## src/logic/port_io_pkg.sv

```systemverilog
// Shared constants and carriers for the quasi-bidirectional port block.
// Assumes a single core clock; the core issues one port request at a time.
`default_nettype none

package port_io_pkg;

  // Clock and machine-cycle timing
  localparam int CLK_PERIOD_NS = 25;
  localparam int OSC_DIV = 12;
  localparam int MCYC_NS = CLK_PERIOD_NS * OSC_DIV;
  localparam int MCYC_CLKS = (MCYC_NS + CLK_PERIOD_NS - 1) / CLK_PERIOD_NS;

  // Register map (special-function addresses)
  localparam logic [7:0] THIRD_PORT_ADDR = 8'hB0;
  localparam logic [7:0] FOURTH_PORT_ADDR = 8'hD8;
  localparam int FOURTH_PORT_W = 4;
  localparam logic [7:0] THIRD_PORT_RST = 8'hFF;
  localparam logic [FOURTH_PORT_W-1:0] FOURTH_PORT_RST = 4'hF;
  localparam logic [3:0] FOURTH_UNUSED_RD = 4'h0;

  // First-port pin roles
  localparam int FP_TIMER_C_CNT = 0;
  localparam int FP_TIMER_C_AUX = 1;
  localparam int FP_PWM_BASE = 3;
  localparam int PWM_CHANS = 5;

  // Third-port pin roles
  localparam int TP_SER_DATA = 0;
  localparam int TP_SER_CLK = 1;
  localparam int TP_IRQ_ZERO = 2;
  localparam int TP_IRQ_ONE = 3;
  localparam int TP_TIMER_A = 4;
  localparam int TP_TIMER_B = 5;
  localparam int TP_WR_STROBE = 6;
  localparam int TP_RD_STROBE = 7;

  typedef enum logic [3:0] {
    OP_READ = 4'h0,
    OP_WRITE = 4'h1,
    OP_AND = 4'h2,
    OP_OR = 4'h3,
    OP_XOR = 4'h4,
    OP_JBC = 4'h5,
    OP_CPL = 4'h6,
    OP_INC = 4'h7,
    OP_DEC = 4'h8,
    OP_DJNZ = 4'h9,
    OP_MOVC = 4'hA,
    OP_CLR = 4'hB,
    OP_SETB = 4'hC
  } port_op_t;

  typedef struct packed {
    port_op_t op;
    logic [7:0] addr;
    logic [7:0] operand;
    logic [2:0] bit_idx;
    logic carry;
  } port_req_t;

  typedef struct packed {
    logic [7:0] rdata;
    logic bit_val;
    logic nonzero;
    logic hit;
  } port_rsp_t;

  typedef struct packed {
    logic sync_mode;
    logic txd;
    logic shift_clk;
    logic data_out;
  } serial_pins_t;

  typedef enum logic [1:0] {
    ST_IDLE = 2'b01,
    ST_WAIT = 2'b10
  } req_state_t;

endpackage : port_io_pkg

`default_nettype wire

```

## src/logic/pin_sync.sv

```systemverilog
// Two-stage synchroniser for asynchronous pin levels.
// Assumes the inputs are plain levels from outside the clock domain.
`timescale 1ns/1ps
`default_nettype none

module pin_sync #(
  parameter int WIDTH = 8
) (
  input wire logic core_clk,
  input wire logic rstn,
  input wire logic [WIDTH-1:0] async_in,
  output logic [WIDTH-1:0] sync_out
);

  logic [WIDTH-1:0] meta_ff;
  logic [WIDTH-1:0] sync_ff;

  // Idle pins read high through the weak pull-up
  always_ff @(posedge core_clk) begin
    if (!rstn) begin
      meta_ff <= '1;
      sync_ff <= '1;
    end else begin
      meta_ff <= async_in;
      sync_ff <= meta_ff;
    end
  end

  assign sync_out = sync_ff;

endmodule : pin_sync

`default_nettype wire

```

## src/logic/mcyc_gen.sv

```systemverilog
// Machine-cycle tick: one core clock pulse every oscillator-divide period.
// Assumes the core clock is the oscillator clock.
`timescale 1ns/1ps
`default_nettype none

module mcyc_gen #(
  parameter int DIV = port_io_pkg::MCYC_CLKS
) (
  input wire logic core_clk,
  input wire logic rstn,
  output logic tick
);

  logic [7:0] cnt_ff;
  logic [7:0] nxt_cnt;
  logic tick_ff;
  logic nxt_tick;

  always_comb begin
    nxt_tick = (cnt_ff == 8'(DIV - 1));
    nxt_cnt = nxt_tick ? 8'h00 : cnt_ff + 8'h01;
  end

  always_ff @(posedge core_clk) begin
    if (!rstn) begin
      cnt_ff <= 8'h00;
      tick_ff <= 1'b0;
    end else begin
      cnt_ff <= nxt_cnt;
      tick_ff <= nxt_tick;
    end
  end

  assign tick = tick_ff;

endmodule : mcyc_gen

`default_nettype wire

```

## src/logic/quasi_bidir_port_io.sv

```systemverilog
// Quasi-bidirectional third and fourth ports, shared-pin routing of first and
// third ports, and the core's port read / read-modify-write access path.
// Assumes the core holds a request until req_ready and issues one at a time.
`timescale 1ns/1ps
`default_nettype none

// Function
// [RQ1] First-port pins 0 and 1 feed the third timer's count and aux inputs.
// [RQ2] First-port pins 3..7 carry PWM channels zero..four in order.
// [RQ3] Third-port bit 0 pulls its pin low; bit 1 releases to pull-up.
// [RQ4] Software sets a third-port bit before using it as input or alternate.
// [RQ5] Third-port pin 0: receive data async, bidirectional data synchronous.
// [RQ6] Third-port pin 1: transmit data async, shift clock out synchronous.
// [RQ7] Third-port pins 2,3 feed external irqs and timer gate inputs.
// [RQ8] Third-port pins 4,5 are count inputs of the first two timers.
// [RQ9] External memory strobes drive write on pin 6, read on pin 7.
// [RQ10] Fourth port has four lines at address D8, upper bits unused.
// [RQ11] Fourth-port register bits 3..0 set matching pin output levels.
// [RQ12] Read-modify-write reads the latch, modifies, writes back to latch.
// [RQ13] Plain port reads return the sampled pin levels.
// [RQ14] AND, OR, XOR, JBC, CPL, INC, DEC, DJNZ, MOV C, CLR, SETB are RMW.
// [RQ15] New port value reaches the latch in the instruction's final machine cycle.
// [RQ16] External inputs must stay stable longer than one machine cycle.
// [RQ17] Reset sets every implemented port register bit to one.
// [RQ18] Fourth-port upper bits ignore writes and read as zero.
module quasi_bidir_port_io (
  input wire logic core_clk,
  input wire logic rstn,
  input wire logic req_valid,
  input wire port_io_pkg::port_req_t req,
  output logic req_ready,
  output logic rsp_valid,
  output port_io_pkg::port_rsp_t rsp,
  input wire logic [7:0] first_port_latch,
  input wire logic [port_io_pkg::PWM_CHANS-1:0] pwm_en,
  input wire logic [port_io_pkg::PWM_CHANS-1:0] pwm_level,
  input wire port_io_pkg::serial_pins_t ser,
  input wire logic xmem_wr_active,
  input wire logic xmem_rd_active,
  input wire logic [7:0] first_port_pin_in,
  output logic [7:0] first_port_pin_out,
  output logic [7:0] first_port_pin_oe_n,
  input wire logic [7:0] third_port_pin_in,
  output logic [7:0] third_port_pin_out,
  output logic [7:0] third_port_pin_oe_n,
  input wire logic [port_io_pkg::FOURTH_PORT_W-1:0] fourth_port_pin_in,
  output logic [port_io_pkg::FOURTH_PORT_W-1:0] fourth_port_pin_out,
  output logic [port_io_pkg::FOURTH_PORT_W-1:0] fourth_port_pin_oe_n,
  output logic [7:0] third_port_latch_q,
  output logic ser_rx_data,
  output logic timer_c_count_input,
  output logic timer_c_aux_input,
  output logic ext_irq_zero,
  output logic ext_irq_one,
  output logic timer_a_gate,
  output logic timer_b_gate,
  output logic timer_a_count_input,
  output logic timer_b_count_input
);

  localparam int SAMPLE_W = 16 + port_io_pkg::FOURTH_PORT_W;
  localparam int FW = port_io_pkg::FOURTH_PORT_W;

  function automatic logic [7:0] bit_mask(input logic [2:0] idx);
    bit_mask = 8'h01 << idx;
  endfunction : bit_mask

  function automatic logic is_rmw(input port_io_pkg::port_op_t op);
    is_rmw = (op != port_io_pkg::OP_READ) && (op != port_io_pkg::OP_WRITE);
  endfunction : is_rmw

  function automatic logic [7:0] modify(input port_io_pkg::port_op_t op, input logic [7:0] old,
                                        input logic [7:0] operand, input logic [2:0] idx,
                                        input logic carry);
    logic [7:0] m;
    m = bit_mask(idx);
    case (op)
      port_io_pkg::OP_WRITE: modify = operand;
      port_io_pkg::OP_AND: modify = old & operand;
      port_io_pkg::OP_OR: modify = old | operand;
      port_io_pkg::OP_XOR: modify = old ^ operand;
      port_io_pkg::OP_JBC: modify = old & ~m;
      port_io_pkg::OP_CLR: modify = old & ~m;
      port_io_pkg::OP_CPL: modify = old ^ m;
      port_io_pkg::OP_INC: modify = old + 8'h01;
      port_io_pkg::OP_DEC: modify = old - 8'h01;
      port_io_pkg::OP_DJNZ: modify = old - 8'h01;
      port_io_pkg::OP_MOVC: modify = carry ? (old | m) : (old & ~m);
      port_io_pkg::OP_SETB: modify = old | m;
      default: modify = old;
    endcase
  endfunction : modify

  logic mcyc_tick;
  logic [SAMPLE_W-1:0] pin_sync_q;

  mcyc_gen #(.DIV(port_io_pkg::MCYC_CLKS)) u_mcyc (
    .core_clk(core_clk),
    .rstn(rstn),
    .tick(mcyc_tick)
  );

  pin_sync #(.WIDTH(SAMPLE_W)) u_sync (
    .core_clk(core_clk),
    .rstn(rstn),
    .async_in({fourth_port_pin_in, third_port_pin_in, first_port_pin_in}),
    .sync_out(pin_sync_q)
  );

  // Pin sampling, once per machine cycle
  logic [SAMPLE_W-1:0] sample_ff;
  logic [SAMPLE_W-1:0] nxt_sample;
  logic [7:0] fp_sample;
  logic [7:0] tp_sample;
  logic [FW-1:0] qp_sample;

  // [RQ16] Sample each machine cycle
  always_comb begin
    nxt_sample = mcyc_tick ? pin_sync_q : sample_ff;
  end

  always_ff @(posedge core_clk) begin
    if (!rstn) begin
      sample_ff <= '1;
    end else begin
      sample_ff <= nxt_sample;
    end
  end

  assign fp_sample = sample_ff[7:0];
  assign tp_sample = sample_ff[15:8];
  assign qp_sample = sample_ff[SAMPLE_W-1:16];

  // Request handling and port latches
  port_io_pkg::req_state_t state_ff, nxt_state;
  port_io_pkg::port_req_t req_ff, nxt_req;
  logic [7:0] result_ff, nxt_result;
  logic [7:0] rd_src_ff, nxt_rd_src;
  logic [7:0] third_latch_ff, nxt_third_latch;
  logic [FW-1:0] fourth_latch_ff, nxt_fourth_latch;
  logic req_ready_ff, nxt_req_ready;
  logic rsp_valid_ff, nxt_rsp_valid;
  port_io_pkg::port_rsp_t rsp_ff, nxt_rsp;
  logic hit_third, hit_fourth;
  logic [7:0] latch_view, pin_view;

  always_comb begin
    hit_third = (req.addr == port_io_pkg::THIRD_PORT_ADDR);
    hit_fourth = (req.addr == port_io_pkg::FOURTH_PORT_ADDR);
    // [RQ18] Unused upper bits read zero
    latch_view = hit_third ? third_latch_ff : {port_io_pkg::FOURTH_UNUSED_RD, fourth_latch_ff};
    pin_view = hit_third ? tp_sample : {port_io_pkg::FOURTH_UNUSED_RD, qp_sample};
    nxt_state = state_ff;
    nxt_req = req_ff;
    nxt_result = result_ff;
    nxt_rd_src = rd_src_ff;
    nxt_third_latch = third_latch_ff;
    nxt_fourth_latch = fourth_latch_ff;
    nxt_rsp_valid = 1'b0;
    nxt_rsp = rsp_ff;
    case (state_ff)
      port_io_pkg::ST_IDLE: begin
        if (req_valid) begin
          nxt_req = req;
          // [RQ12] Modify source is the latch
          // [RQ13] Plain reads see the pins
          nxt_rd_src = (req.op == port_io_pkg::OP_READ) ? pin_view : latch_view;
          // [RQ14] Register-sourced modify set
          nxt_result = modify(req.op, latch_view, req.operand, req.bit_idx, req.carry);
          nxt_state = port_io_pkg::ST_WAIT;
        end
      end
      port_io_pkg::ST_WAIT: begin
        // [RQ15] Update lands at the machine-cycle boundary
        if (mcyc_tick) begin
          nxt_state = port_io_pkg::ST_IDLE;
          nxt_rsp_valid = 1'b1;
          nxt_rsp.hit = (req_ff.addr == port_io_pkg::THIRD_PORT_ADDR) ||
                        (req_ff.addr == port_io_pkg::FOURTH_PORT_ADDR);
          nxt_rsp.rdata = nxt_rsp.hit && (req_ff.op != port_io_pkg::OP_WRITE) ? rd_src_ff : 8'h00;
          nxt_rsp.bit_val = rd_src_ff[req_ff.bit_idx];
          nxt_rsp.nonzero = (result_ff != 8'h00);
          if (req_ff.op != port_io_pkg::OP_READ) begin
            if (req_ff.addr == port_io_pkg::THIRD_PORT_ADDR) begin
              nxt_third_latch = result_ff;
            end
            // [RQ10] Fourth port decoded at D8
            // [RQ18] Upper write bits dropped
            if (req_ff.addr == port_io_pkg::FOURTH_PORT_ADDR) begin
              nxt_fourth_latch = result_ff[FW-1:0];
            end
          end
        end
      end
      default: begin
        nxt_state = port_io_pkg::ST_IDLE;
      end
    endcase
    nxt_req_ready = (nxt_state == port_io_pkg::ST_IDLE);
  end

  always_ff @(posedge core_clk) begin
    if (!rstn) begin
      state_ff <= port_io_pkg::ST_IDLE;
      req_ff <= '0;
      result_ff <= 8'h00;
      rd_src_ff <= 8'h00;
      // [RQ17] All port bits start as inputs
      third_latch_ff <= port_io_pkg::THIRD_PORT_RST;
      fourth_latch_ff <= port_io_pkg::FOURTH_PORT_RST;
      req_ready_ff <= 1'b1;
      rsp_valid_ff <= 1'b0;
      rsp_ff <= '0;
    end else begin
      state_ff <= nxt_state;
      req_ff <= nxt_req;
      result_ff <= nxt_result;
      rd_src_ff <= nxt_rd_src;
      third_latch_ff <= nxt_third_latch;
      fourth_latch_ff <= nxt_fourth_latch;
      req_ready_ff <= nxt_req_ready;
      rsp_valid_ff <= nxt_rsp_valid;
      rsp_ff <= nxt_rsp;
    end
  end

  // Pin drive: a 1 releases to the pull-up, a 0 pulls low
  logic [7:0] fp_drive_ff, nxt_fp_drive;
  logic [7:0] tp_drive_ff, nxt_tp_drive;
  logic [FW-1:0] qp_drive_ff, nxt_qp_drive;
  logic [7:0] tp_alt;

  always_comb begin
    nxt_fp_drive = first_port_latch;
    // [RQ2] PWM channels on first-port pins 3..7
    for (int ch = 0; ch < port_io_pkg::PWM_CHANS; ch++) begin
      if (pwm_en[ch] && !pwm_level[ch]) begin
        nxt_fp_drive[port_io_pkg::FP_PWM_BASE + ch] = 1'b0;
      end
    end
    tp_alt = 8'hFF;
    // [RQ5] Synchronous mode drives data; async leaves receive released
    tp_alt[port_io_pkg::TP_SER_DATA] = ser.sync_mode ? ser.data_out : 1'b1;
    // [RQ6] Shift clock or transmit data
    tp_alt[port_io_pkg::TP_SER_CLK] = ser.sync_mode ? ser.shift_clk : ser.txd;
    // [RQ9] External memory strobes, active low on the pin
    tp_alt[port_io_pkg::TP_WR_STROBE] = !xmem_wr_active;
    tp_alt[port_io_pkg::TP_RD_STROBE] = !xmem_rd_active;
    // [RQ3] Latch low pulls pin low; alternate only pulls when latch high
    nxt_tp_drive = third_latch_ff & tp_alt;
    // [RQ11] Fourth-port bits set pin levels
    nxt_qp_drive = fourth_latch_ff;
  end

  always_ff @(posedge core_clk) begin
    if (!rstn) begin
      fp_drive_ff <= 8'hFF;
      tp_drive_ff <= port_io_pkg::THIRD_PORT_RST;
      qp_drive_ff <= port_io_pkg::FOURTH_PORT_RST;
    end else begin
      fp_drive_ff <= nxt_fp_drive;
      tp_drive_ff <= nxt_tp_drive;
      qp_drive_ff <= nxt_qp_drive;
    end
  end

  assign req_ready = req_ready_ff;
  assign rsp_valid = rsp_valid_ff;
  assign rsp = rsp_ff;
  // Output value is the level; the enable is active only when pulling low
  assign first_port_pin_out = fp_drive_ff;
  assign first_port_pin_oe_n = fp_drive_ff;
  assign third_port_pin_out = tp_drive_ff;
  assign third_port_pin_oe_n = tp_drive_ff;
  assign fourth_port_pin_out = qp_drive_ff;
  assign fourth_port_pin_oe_n = qp_drive_ff;
  assign third_port_latch_q = third_latch_ff;
  // [RQ1] Third timer inputs
  assign timer_c_count_input = fp_sample[port_io_pkg::FP_TIMER_C_CNT];
  assign timer_c_aux_input = fp_sample[port_io_pkg::FP_TIMER_C_AUX];
  // [RQ5] Receive data from pin 0
  assign ser_rx_data = tp_sample[port_io_pkg::TP_SER_DATA];
  // [RQ7] Interrupts and timer gates share pins 2 and 3
  assign ext_irq_zero = tp_sample[port_io_pkg::TP_IRQ_ZERO];
  assign ext_irq_one = tp_sample[port_io_pkg::TP_IRQ_ONE];
  assign timer_a_gate = tp_sample[port_io_pkg::TP_IRQ_ZERO];
  assign timer_b_gate = tp_sample[port_io_pkg::TP_IRQ_ONE];
  // [RQ8] Timer count inputs
  assign timer_a_count_input = tp_sample[port_io_pkg::TP_TIMER_A];
  assign timer_b_count_input = tp_sample[port_io_pkg::TP_TIMER_B];
endmodule : quasi_bidir_port_io

`default_nettype wire

```

## config.mk

```make
export PLATFORM = sky130hd
export DESIGN_NAME = quasi_bidir_port_io
export DESIGN_NICKNAME = d
export VERILOG_FILES = /design/src/logic/port_io_pkg.sv /design/src/logic/pin_sync.sv /design/src/logic/mcyc_gen.sv /design/src/logic/quasi_bidir_port_io.sv
export SDC_FILE = /design/constraint.sdc
export NUM_CORES = 1
export LEC_CHECK = 0
export ABC_AREA = 1
export BUFFER_PORTS_ARGS = -buffer_cell sky130_fd_sc_hd__buf_4
export CORE_ASPECT_RATIO = 0.75
export CORE_MARGIN = 2
export CORE_UTILIZATION = 40
export CTS_CLUSTER_DIAMETER = 50
export DETAILED_ROUTE_END_ITERATION = 8
export GPL_TIMING_DRIVEN = 0
export PLACE_DENSITY = 0.7
export SYNTH_ARGS = -nofsm -noshare
export SYNTH_HDL_FRONTEND = slang
export SYNTH_SLANG_ARGS = --single-unit
```

## constraint.sdc

```tcl
create_clock -name core_clk -period 2 [get_ports core_clk]
set_input_delay 0.2 -clock core_clk [delete_from_list [all_inputs] [get_ports core_clk]]
set_output_delay 0.2 -clock core_clk [all_outputs]
set_load 0.02 [all_outputs]
```

== Word level (Yosys, flattened, before mapping) ==
Index checks and enable logic that the tools add are counted.

* Logic and storage cells: 100
* Output and inout bits: 70
* Bits in registers: 147

* Bitwise operators: 9
* Mux-type cells: 19
* Equal/unequal tests: 20
* Shift-type cells: 1
* Reductions and logical operators: 25
* $lt $le $gt $ge: 1
* Add/subtract/negate cells: 3

{| class="wikitable"
|+ Operator list
! cell !! number
|-
| one-hot mux 8 bit (10 select lines) || 1
|-
| 2-to-1 mux 8 bit || 5
|-
| bitwise AND 8 bit || 3
|-
| equality test 8 bit, second input constant || 3
|-
| equality test 4 bit, second input constant || 5
|-
| adder 8 x 1 -> 8 bit, second input constant || 2
|-
| equality test 4 x 3 -> 1 bit, second input constant || 4
|-
| bitwise OR 8 bit || 2
|-
| bitwise XOR 8 bit || 2
|-
| 2-to-1 mux 1 bit || 9
|-
| equality test 4 x 2 -> 1 bit, second input constant || 2
|-
| equality test 8 x 4 -> 1 bit, second input constant || 1
|-
| NOT 8 bit || 1
|-
| AND reduction 4 bit || 2
|-
| nonzero test 8 bit || 1
|-
| << shifter 1 x 3 -> 8 bit, first input constant || 1
|-
| subtractor 8 x 1 -> 8 bit, second input constant || 1
|-
| logical NOT 1 bit || 7
|-
| logical AND 1 bit || 6
|-
| AND reduction 2 bit || 3
|-
| OR reduction 2 bit || 3
|-
| equality test 2 x 1 -> 1 bit, second input constant || 2
|-
| equality test 4 x 1 -> 1 bit, second input constant || 1
|-
| logical NOT 4 bit || 1
|-
| other kinds (9) || 10
|}

== Longest topological paths before layout ==
Gate-level depths: netlist of the first run.

* Word-level depth: 5
* Depth in mapped cells: 19
* Gate-level depth less buffers: 19

== Cells and area by module ==
A second synthesis of the first run with hierarchy kept.

* Cell total of the unflattened synthesis: 885
* Area, all modules: 6466.2 um2

{| class="wikitable"
|+ By module, submodules not included
! module !! area each (um2) !! times used !! sequential area each (um2) !! cells each
|-
| quasi_bidir_port_io || 4892.2 || 1 || 1841.8 || 704
|-
| pin_sync || 1146.1 || 1 || 800.8 || 124
|-
| mcyc_gen || 427.9 || 1 || 180.2 || 57
|}

== Worst setup path after synthesis of the first run ==
OpenSTA, ideal clock, no wires.

* Kind: input-to-reg
* From: input port req[14] (netlist bit)
* To: register result_ff[4]
* Setup slack: 39 ps
* Setup time: 71 ps
* Required time: 1929 ps
* Stages: 14
* Data arrival time: 1890 ps
* Cell sequence: inv_1 nand2_1 nor2_4 nand2_4 o21ai_2 inv_1 fa_1 nand3_1 nor2_1 o21ai_1 nand2_1 o21ai_1 nand2_1 a21oi_1

* Longest elaborated chain between the ends: 5
* Elaborated cells between the ends (all ways): 12
* Classes of those cells: 2 x add/sub; 1 x eq/ne; 3 x mux; 6 x bitwise

{| class="wikitable"
|+ Ends and longest elaborated chain
! element !! RTL line !! source
|-
| start: declaration || quasi_bidir_port_io.sv:30 || <nowiki>input wire port_io_pkg::port_req_t req,</nowiki>
|-
| equality test 8 bit (*) || quasi_bidir_port_io.sv:148 || <nowiki>hit_third = (req.addr == port_io_pkg::THIRD_PORT_ADDR);</nowiki>
|-
| 2-to-1 mux 8 bit (*) || quasi_bidir_port_io.sv:151 || <nowiki>latch_view = hit_third ? third_latch_ff : {port_io_pkg::FOURTH_UNUSED_RD, fourth_latch_ff};</nowiki>
|-
| branches (longest 2 deep; another with subtractor 8 x 1 -> 8 bit) || -- ||
|-
| one-hot mux 8 bit (10 select lines) (*) || quasi_bidir_port_io.sv:77 || <nowiki>case (op)</nowiki>
|-
| end signal: assignment || quasi_bidir_port_io.sv:217 || <nowiki>result_ff <= nxt_result;</nowiki>
|-
| end: declaration || quasi_bidir_port_io.sv:137 || <nowiki>logic [7:0] result_ff, nxt_result;</nowiki>
|}

Every way passes the cells marked *.
A chain may end at the register's enable or synchronous reset.

== Final worst setup path of the first run ==
* From: register third_latch_ff[0] (netlist: third_port_latch_q[0])
* To: register result_ff[1]

* Longest elaborated chain between the ends: 3
* Elaborated cells between the ends (all ways): 4
* Classes of those cells: 2 x add/sub; 2 x mux

{| class="wikitable"
|+ Ends and longest elaborated chain
! element !! RTL line !! source
|-
| start: declaration || quasi_bidir_port_io.sv:139 || <nowiki>logic [7:0] third_latch_ff, nxt_third_latch;</nowiki>
|-
| start signal: assignment || quasi_bidir_port_io.sv:209 || <nowiki>third_latch_ff <= port_io_pkg::THIRD_PORT_RST;</nowiki>
|-
| start signal: assignment || quasi_bidir_port_io.sv:219 || <nowiki>third_latch_ff <= nxt_third_latch;</nowiki>
|-
| 2-to-1 mux 8 bit (*) || quasi_bidir_port_io.sv:151 ||
|-
| subtractor 8 x 1 -> 8 bit or adder 8 x 1 -> 8 bit (tied branches) || quasi_bidir_port_io.sv:86, quasi_bidir_port_io.sv:87, quasi_bidir_port_io.sv:85 ||
|-
| one-hot mux 8 bit (10 select lines) (*) || quasi_bidir_port_io.sv:77 ||
|}

Mark *: on every way between the ends. The rest lies on a longest branch, timed or not.

==> flow_summary_export.csv, run 1 <==
group,metric,value,unit
pwr,p_comb_share,16.6,%
timing,finalWorstPathRequiredPeriod,1.90,ns
floorplan,core-area,14600,µm²
clocking,clock_sinks,129,
floorplan,fp.dieW,146,µm
synth,synth_ff_type,"dfxtp_1",
floorplan,rows,38,
detailed_routing,ant_nets,0,
grt,grt_remaining_overflow,0,
detailed_routing,initialDrtViolationCount,413,
grt,grt_pass1_wl,27.4,mm
synth,syn_nets,894,
detailed_routing,wl_per_cell,14.0,µm
grt,grt_pass1_vias,5430,
floorplan,die_h,110,µm
pwr,p_per_area,853,nW/µm²
placement,place_congestion,0.938,
clocking,ctsLongestPathBuffers,2,
synth,synth_top_area_share,42.8,%
placement,pre_cts_ws,-0.563,ns
timing,fin_tns_setup,0,ns
worst_setup_path,end_kind,"flip-flop",
timing,drv_slew,0,
pwr,peakVddDrop,0.569,mV
clocking,insertion_delay,0.42,ns
final_layout,seq_area,2590,µm²
run_status,outcome,"complete, no violations",
timing,hold_viol,0,
timing,finClkSkew,0.0113,ns
timing,tightest_slew,0.683,ns
clocking,numCtsBuffers,17,
detailed_routing,vias,6014,
hold_path,min_path_type,"input port to flip-flop",
worst_setup_path,crit_type,"flip-flop to flip-flop",
synth,netlist_area,6030,µm²
synth,postSynth.asyncResetShare,0,%
placement,placed_area,7280,µm²
synth,syn_inst,817,
synth,yosys.area.top_type,"dfxtp_1",
detailed_routing,viasPerCell,4.93,
final_layout,area_growth,37.6,%
placement,numPortBuffers,134,
pwr,internal-power,4.91,mW
clocking,path_clk_slew,0.06,ns
final_layout,final_common_cell,"buf_4",
grt,grt_usage,21.6,%
timing,period_share,94.8,%
final_layout,final_cell_area,8290,µm²
floorplan,io-pin-count,141,
worst_setup_path,start_kind,"flip-flop",
clocking,htree_num_levels,4,
final_layout,num-fill-cells,1357,
flow_run,maxCapViolations,0,
pwr,leakage,3.79,nW
timing,max-slew-margin-rel,54.1,%
timing,max_freq,528,MHz
final_layout,multiInputGateArea,2820,µm²
timing,timing.final.ws_setup,0.105,ns
final_layout,num_antenna_cells,0,
floorplan,start_util,41.3,%
worst_setup_path,crit_fanout,3,
final_layout,nets,1083,
detailed_routing,drt-total-wl,17.1,mm
timing,setup_viol,0,
synth,synth_seq_cells,129,
synth,ys_seq_area_share,42.8,%
floorplan,die_area,16100,µm²
synth,synth_edf_count,0,
detailed_routing,drc,0,
clocking,cts_tree,"built",
synth,synth_warnings,0,
pwr,switching_power,2.16,mW
final_layout,drive_gt1_share,28.3,%
synth,synth_area_leaders,"dfxtp_1 43%, nand2_1 9.7%, o21ai_0 6.1%, inv_1 5.4%, a21oi_1 5.3%",
placement,dp_hpwl,12.7,mm
grt,antenna_found_initial,0,
clocking,cts_root_buf,"clkbuf_16",
detailed_routing,dr.pass1.iters,5,
pwr,clkPwrFrac,42.4,%
worst_setup_path,worst_ep_required_time,2.34,ns
final_layout,mostFrequentLayoutCells,"169 x buf_4, 153 x nand2_1, 127 x dfxtp_1",
worst_setup_path,critical_path_arrival,2.23,ns
pwr,seqPwrFrac,41.0,%
pwr,switching_share,30.6,%
grt,grt_max_degree,17,
synth,avgSynthCellArea,7.38,µm²
synth,synth.distinct_cells,43,
## path summary, 6_finish.rpt
kind,from,end,slack [ns],depth (start not counted)
setup / recovery,third_port_latch_q[0],result_ff[1],0.10,10
hold / removal,xmem_rd_active,third_port_pin_oe_n[7],0.03,2
hold reg to reg,u_sync.meta_ff[0],u_sync.sync_out[0],0.41,1
setup reg to reg,third_port_latch_q[0],result_ff[1],0.10,10
## cells in the mapped netlist, types with 3 or more instances
library cell,n
inv_2,7
buf_4,27
nor2_4,6
nor4_1,4
nand3_2,4
o221ai_1,3
dfxtp_1,129
or2_2,31
nand2_2,10
o21ai_1,7
nand4_1,6
nor3_1,10
o21ai_0,73
nand2_1,156
inv_1,87
o22ai_1,5
xor2_1,6
a21oi_1,64
nand2_4,5
nor2_1,49
ha_1,5
nand3_1,64
o211ai_1,12
clkbuf_1,24
## kinds of logic after synthesis
kind of cell | Yosys count | synth area share (%)
xor gates and xnor gates | 7 | 1.02
and+or+nand+nor | 351 | 27.7
muxes | 1 | 0.166
buffers and inverters | 150 | 11.3
adders and majority gates | 6 | 1.37
AOI/OAI and AO/OA | 173 | 15.6
DFF | 129 | 42.8
## per-layer routing
metal | global-route usage, % | up-vias | wire (µm)
li1 | - | 3039 | -
met2 | 33.7 | 262 | 7380
met4 | 6.02 | 0 | 223
met1 | 29.4 | 2692 | 7770
met3 | 6.38 | 21 | 1730
met5 | 0 | - | 0
## layout make-up
cell class	count	area share (%)
multi-input cells	538	34.0
clock buffers	17	5.13
inverters	97	4.56
clock inverters	15	2.01
flip-flops and latches	129	31.2
well taps	200	3.02
repair buffers	172	16.4
plain buffers	51	3.68
## critical path, cell delays in order, from the launching register on
cell and delay [ns]:
dfxtp_4 0.35, nand3b_1 0.18, nand2_2 0.10, inv_2 0.06, fa_2 0.56, nand2_1 0.05, nand2_1 0.10, a21oi_2 0.03
nand4_1 0.10, o211ai_1 0.10, a21oi_1 0.17
## state kept, by name (all words and copies together), names as in the netlist, 4 cells and up
register and cells:
rd_src_ff 8, third_port_pin_oe_n 8, u_mcyc.cnt_ff 8, fourth_latch_ff 4
rsp 11, first_port_pin_oe_n 8, u_sync.sync_out 14, fourth_port_pin_oe_n 4
req_ff 15, third_port_latch_q 8, sample_ff 14, result_ff 8
u_sync.meta_ff 14
## power by group through the flow
stage / clock, mW / combinational, mW / sequential [mW]
3_5_place_dp: 0 / 1.08 / 2.94
6_report: 3.00 / 1.17 / 2.90
4_1_cts: 3.03 / 1.15 / 2.89
3_3_place_gp: 0 / 1.07 / 2.94
5_1_grt: 3.16 / 1.31 / 2.92
2_1_floorplan: 0 / 0.696 / 2.94
## through the flow
step	hold slack, ns	utilization [%]	std cells	power (mW)
3_5_place_dp	0.389	49.9	1151	4.03
2_1_floorplan	0.307	-	817	3.63
5_1_grt	0.0494	56.8	1219	7.39
4_1_cts	0.0371	56.1	1213	7.07
6_report	0.0333	56.8	1219	7.07
3_3_place_gp	0.388	49.9	1151	4.01
## timing repair
action                                  CTS  global route
endpoints found under the setup margin    6            35
hold buffers                             29             0
resized for setup                         5            17
setup buffers                             1             8
hold endpoints to repair                 24             0
pin swaps                                 1             8
Power figures use the tool's default switching activity.
==> run 2: changes to the inputs <==
--- a/config.mk
+++ b/config.mk
@@ -14,6 +14,7 @@
 export DETAILED_ROUTE_END_ITERATION = 8
 export GPL_TIMING_DRIVEN = 0
 export PLACE_DENSITY = 0.7
+export RECOVER_POWER = 50
 export SYNTH_ARGS = -nofsm -noshare
 export SYNTH_HDL_FRONTEND = slang
 export SYNTH_SLANG_ARGS = --single-unit
==> flow_summary_export.csv, run 2 (same netlist as run 1, synthesis figures left out) <==
group,metric,value,unit
detailed_routing,drt-total-wl,17.1,mm
final_layout,drive_gt1_share,23.4,%
grt,grt_remaining_overflow,0,
pwr,seqPwrFrac,41.1,%
grt,grt_max_degree,17,
final_layout,mostFrequentLayoutCells,"153 x nand2_1, 127 x dfxtp_1, 102 x buf_4",
timing,max-slew-margin-rel,53.8,%
clocking,cts_root_buf,"clkbuf_16",
worst_setup_path,crit_top_cell,"nand2_1",
timing,hold_viol,0,
timing,finalWorstPathRequiredPeriod,1.90,ns
clocking,ctsLongestPathBuffers,2,
pwr,clkPwrFrac,42.6,%
hold_path,min_path_type,"input port to flip-flop",
floorplan,die_area,16100,µm²
timing,drv_slew,0,
placement,dp_hpwl,12.7,mm
floorplan,die_h,110,µm
final_layout,num-fill-cells,1403,
worst_setup_path,cp_cell_sequence,"nand3b_1, nand2_2, inv_2, fa_2, nand2_1, nand2_1, a21oi_2, nand4_1, o211ai_1, a21oi_1",
detailed_routing,drc,0,
grt,grt_pass1_vias,5430,
worst_setup_path,critical_path_arrival,2.24,ns
worst_setup_path,end_kind,"flip-flop",
flow_run,maxCapViolations,0,
clocking,clock_sinks,129,
detailed_routing,vias,5999,
clocking,cts_tree,"built",
worst_setup_path,worst_ep_required_time,2.33,ns
final_layout,final_common_cell,"nand2_1",
final_layout,largest_register_ffs,15,
worst_setup_path,start_kind,"flip-flop",
detailed_routing,wl_per_cell,14.0,µm
placement,numPortBuffers,134,
final_layout,area_growth,34.5,%
worst_setup_path,max_stage_delay,0.56,ns
pwr,p_comb_share,16.3,%
grt,grt_pass1_wl,27.4,mm
detailed_routing,initialDrtViolationCount,358,
floorplan,rows,38,
floorplan,fp.dieW,146,µm
timing,max_freq,525,MHz
grt,use_met3,6.38,%
detailed_routing,viasPerCell,4.92,
placement,placed_area,7280,µm²
placement,placed_cells,1151,
grt,grt_usage,21.6,%
pwr,internal-power,4.88,mW
grt,top_usage_layer,"met2",
grt,met1_usage,29.4,%
timing,setup_viol,0,
worst_setup_path,worst_path_max_delay_cell,"fa_2",
pwr,leakage,3.62,nW
worst_setup_path,crit_type,"flip-flop to flip-flop",
final_layout,nets,1083,
detailed_routing,dr.pass1.iters,5,
pwr,switching_power,2.16,mW
floorplan,start_util,41.3,%
grt,met2_usage,33.7,%
timing,period_share,95.2,%
worst_setup_path,crit_fanout,3,
final_layout,final_cell_area,8110,µm²
run_status,outcome,"complete, no violations",
final_layout,final_cells,1219,
clocking,path_clk_slew,0.06,ns
timing,tightest_slew,0.688,ns
timing,finClkSkew,0.0190,ns
final_layout,num_antenna_cells,0,
pwr,switching_share,30.7,%
clocking,numCtsBuffers,17,
final_layout,regMostFlops,"req_ff",
grt,antenna_found_initial,0,
floorplan,core-area,14600,µm²
pwr,peakVddDrop,0.566,mV
clocking,htree_num_levels,4,
placement,place_congestion,0.938,
detailed_routing,ant_nets,0,
clocking,insertion_delay,0.43,ns
floorplan,io-pin-count,141,
pwr,p_per_area,869,nW/µm²
[run 2: cell count changes in the layout (fill, tap and decap cells not counted), sizes merged]
cell,delta
clkbuf,+67
buf,-67
[run 2: power by group through the flow]
stage	combinational, mW	clock, mW	sequential [mW]
floorplan	0.696	0	2.94
finish	1.14	3.00	2.90
detailed placement	1.08	0	2.94
global placement	1.07	0	2.94
global route	1.28	3.16	2.92
CTS	1.15	3.03	2.89
[run 2: layer usage]
layer / share of wire, % / vias up
li1: - / 3038
met3: 9.8 / 14
met2: 43 / 245
met1: 46 / 2702
met5: 0 / -
met4: 0.91 / 0
[run 2: worst paths after layout]
check                   startpoint                     end  slack [ns]  cells after the start
min reg2reg      u_sync.meta_ff[0]      u_sync.sync_out[0]        0.41                      1
max reg2reg  third_port_latch_q[0]            result_ff[1]         0.1                     10
min                 xmem_rd_active  third_port_pin_oe_n[7]        0.03                      2
max          third_port_latch_q[0]            result_ff[1]         0.1                     10
[run 2: critical path, delay by kind of cell (launching register included)]
kind	cells	cell delay (ns)
flip-flops	1	0.35
AND/OR/NAND/NOR	5	0.53
adder cells (fa/ha/maj)	1	0.56
AO/OA/AOI/OAI	3	0.30
buffers and inverters	1	0.06
[run 2: area by class of cell]
cell class	count	area (µm²)	share of cell area [%]
buffer	51	305	3.77
clock buffer	17	425	5.25
clock inverter	15	166	2.05
inverter	97	378	4.66
multi-input combinational	538	2820	34.7
sequential	129	2590	31.9
tap	200	250	3.09
timing repair buffer	172	1180	14.5
[run 2: per-stage QoR]
| step | setup slack (ns) | total power, mW | util (%) | setup TNS [ns] | hold slack, ns |
|---|---|---|---|---|---|
| finish | 0.0955 | 7.04 | 55.5 | 0 | 0.0314 |
| CTS | 0.00605 | 7.07 | 56.1 | 0 | 0.0371 |
| detailed placement | -0.563 | 4.03 | 49.9 | -3.42 | 0.389 |
| global route | -0.0145 | 7.36 | 55.5 | -0.0258 | 0.0494 |
| global placement | -0.564 | 4.01 | 49.9 | -3.38 | 0.388 |
| floorplan | 0.0392 | 3.63 | - | 0 | 0.307 |
[run 2: what timing repair did]
action,in CTS,in global routing
endpoints found under the hold margin,24,0
gates resized for setup,5,17
endpoints found under the setup margin,6,35
pin swaps,1,8
hold buffers,29,0
setup buffers,1,8
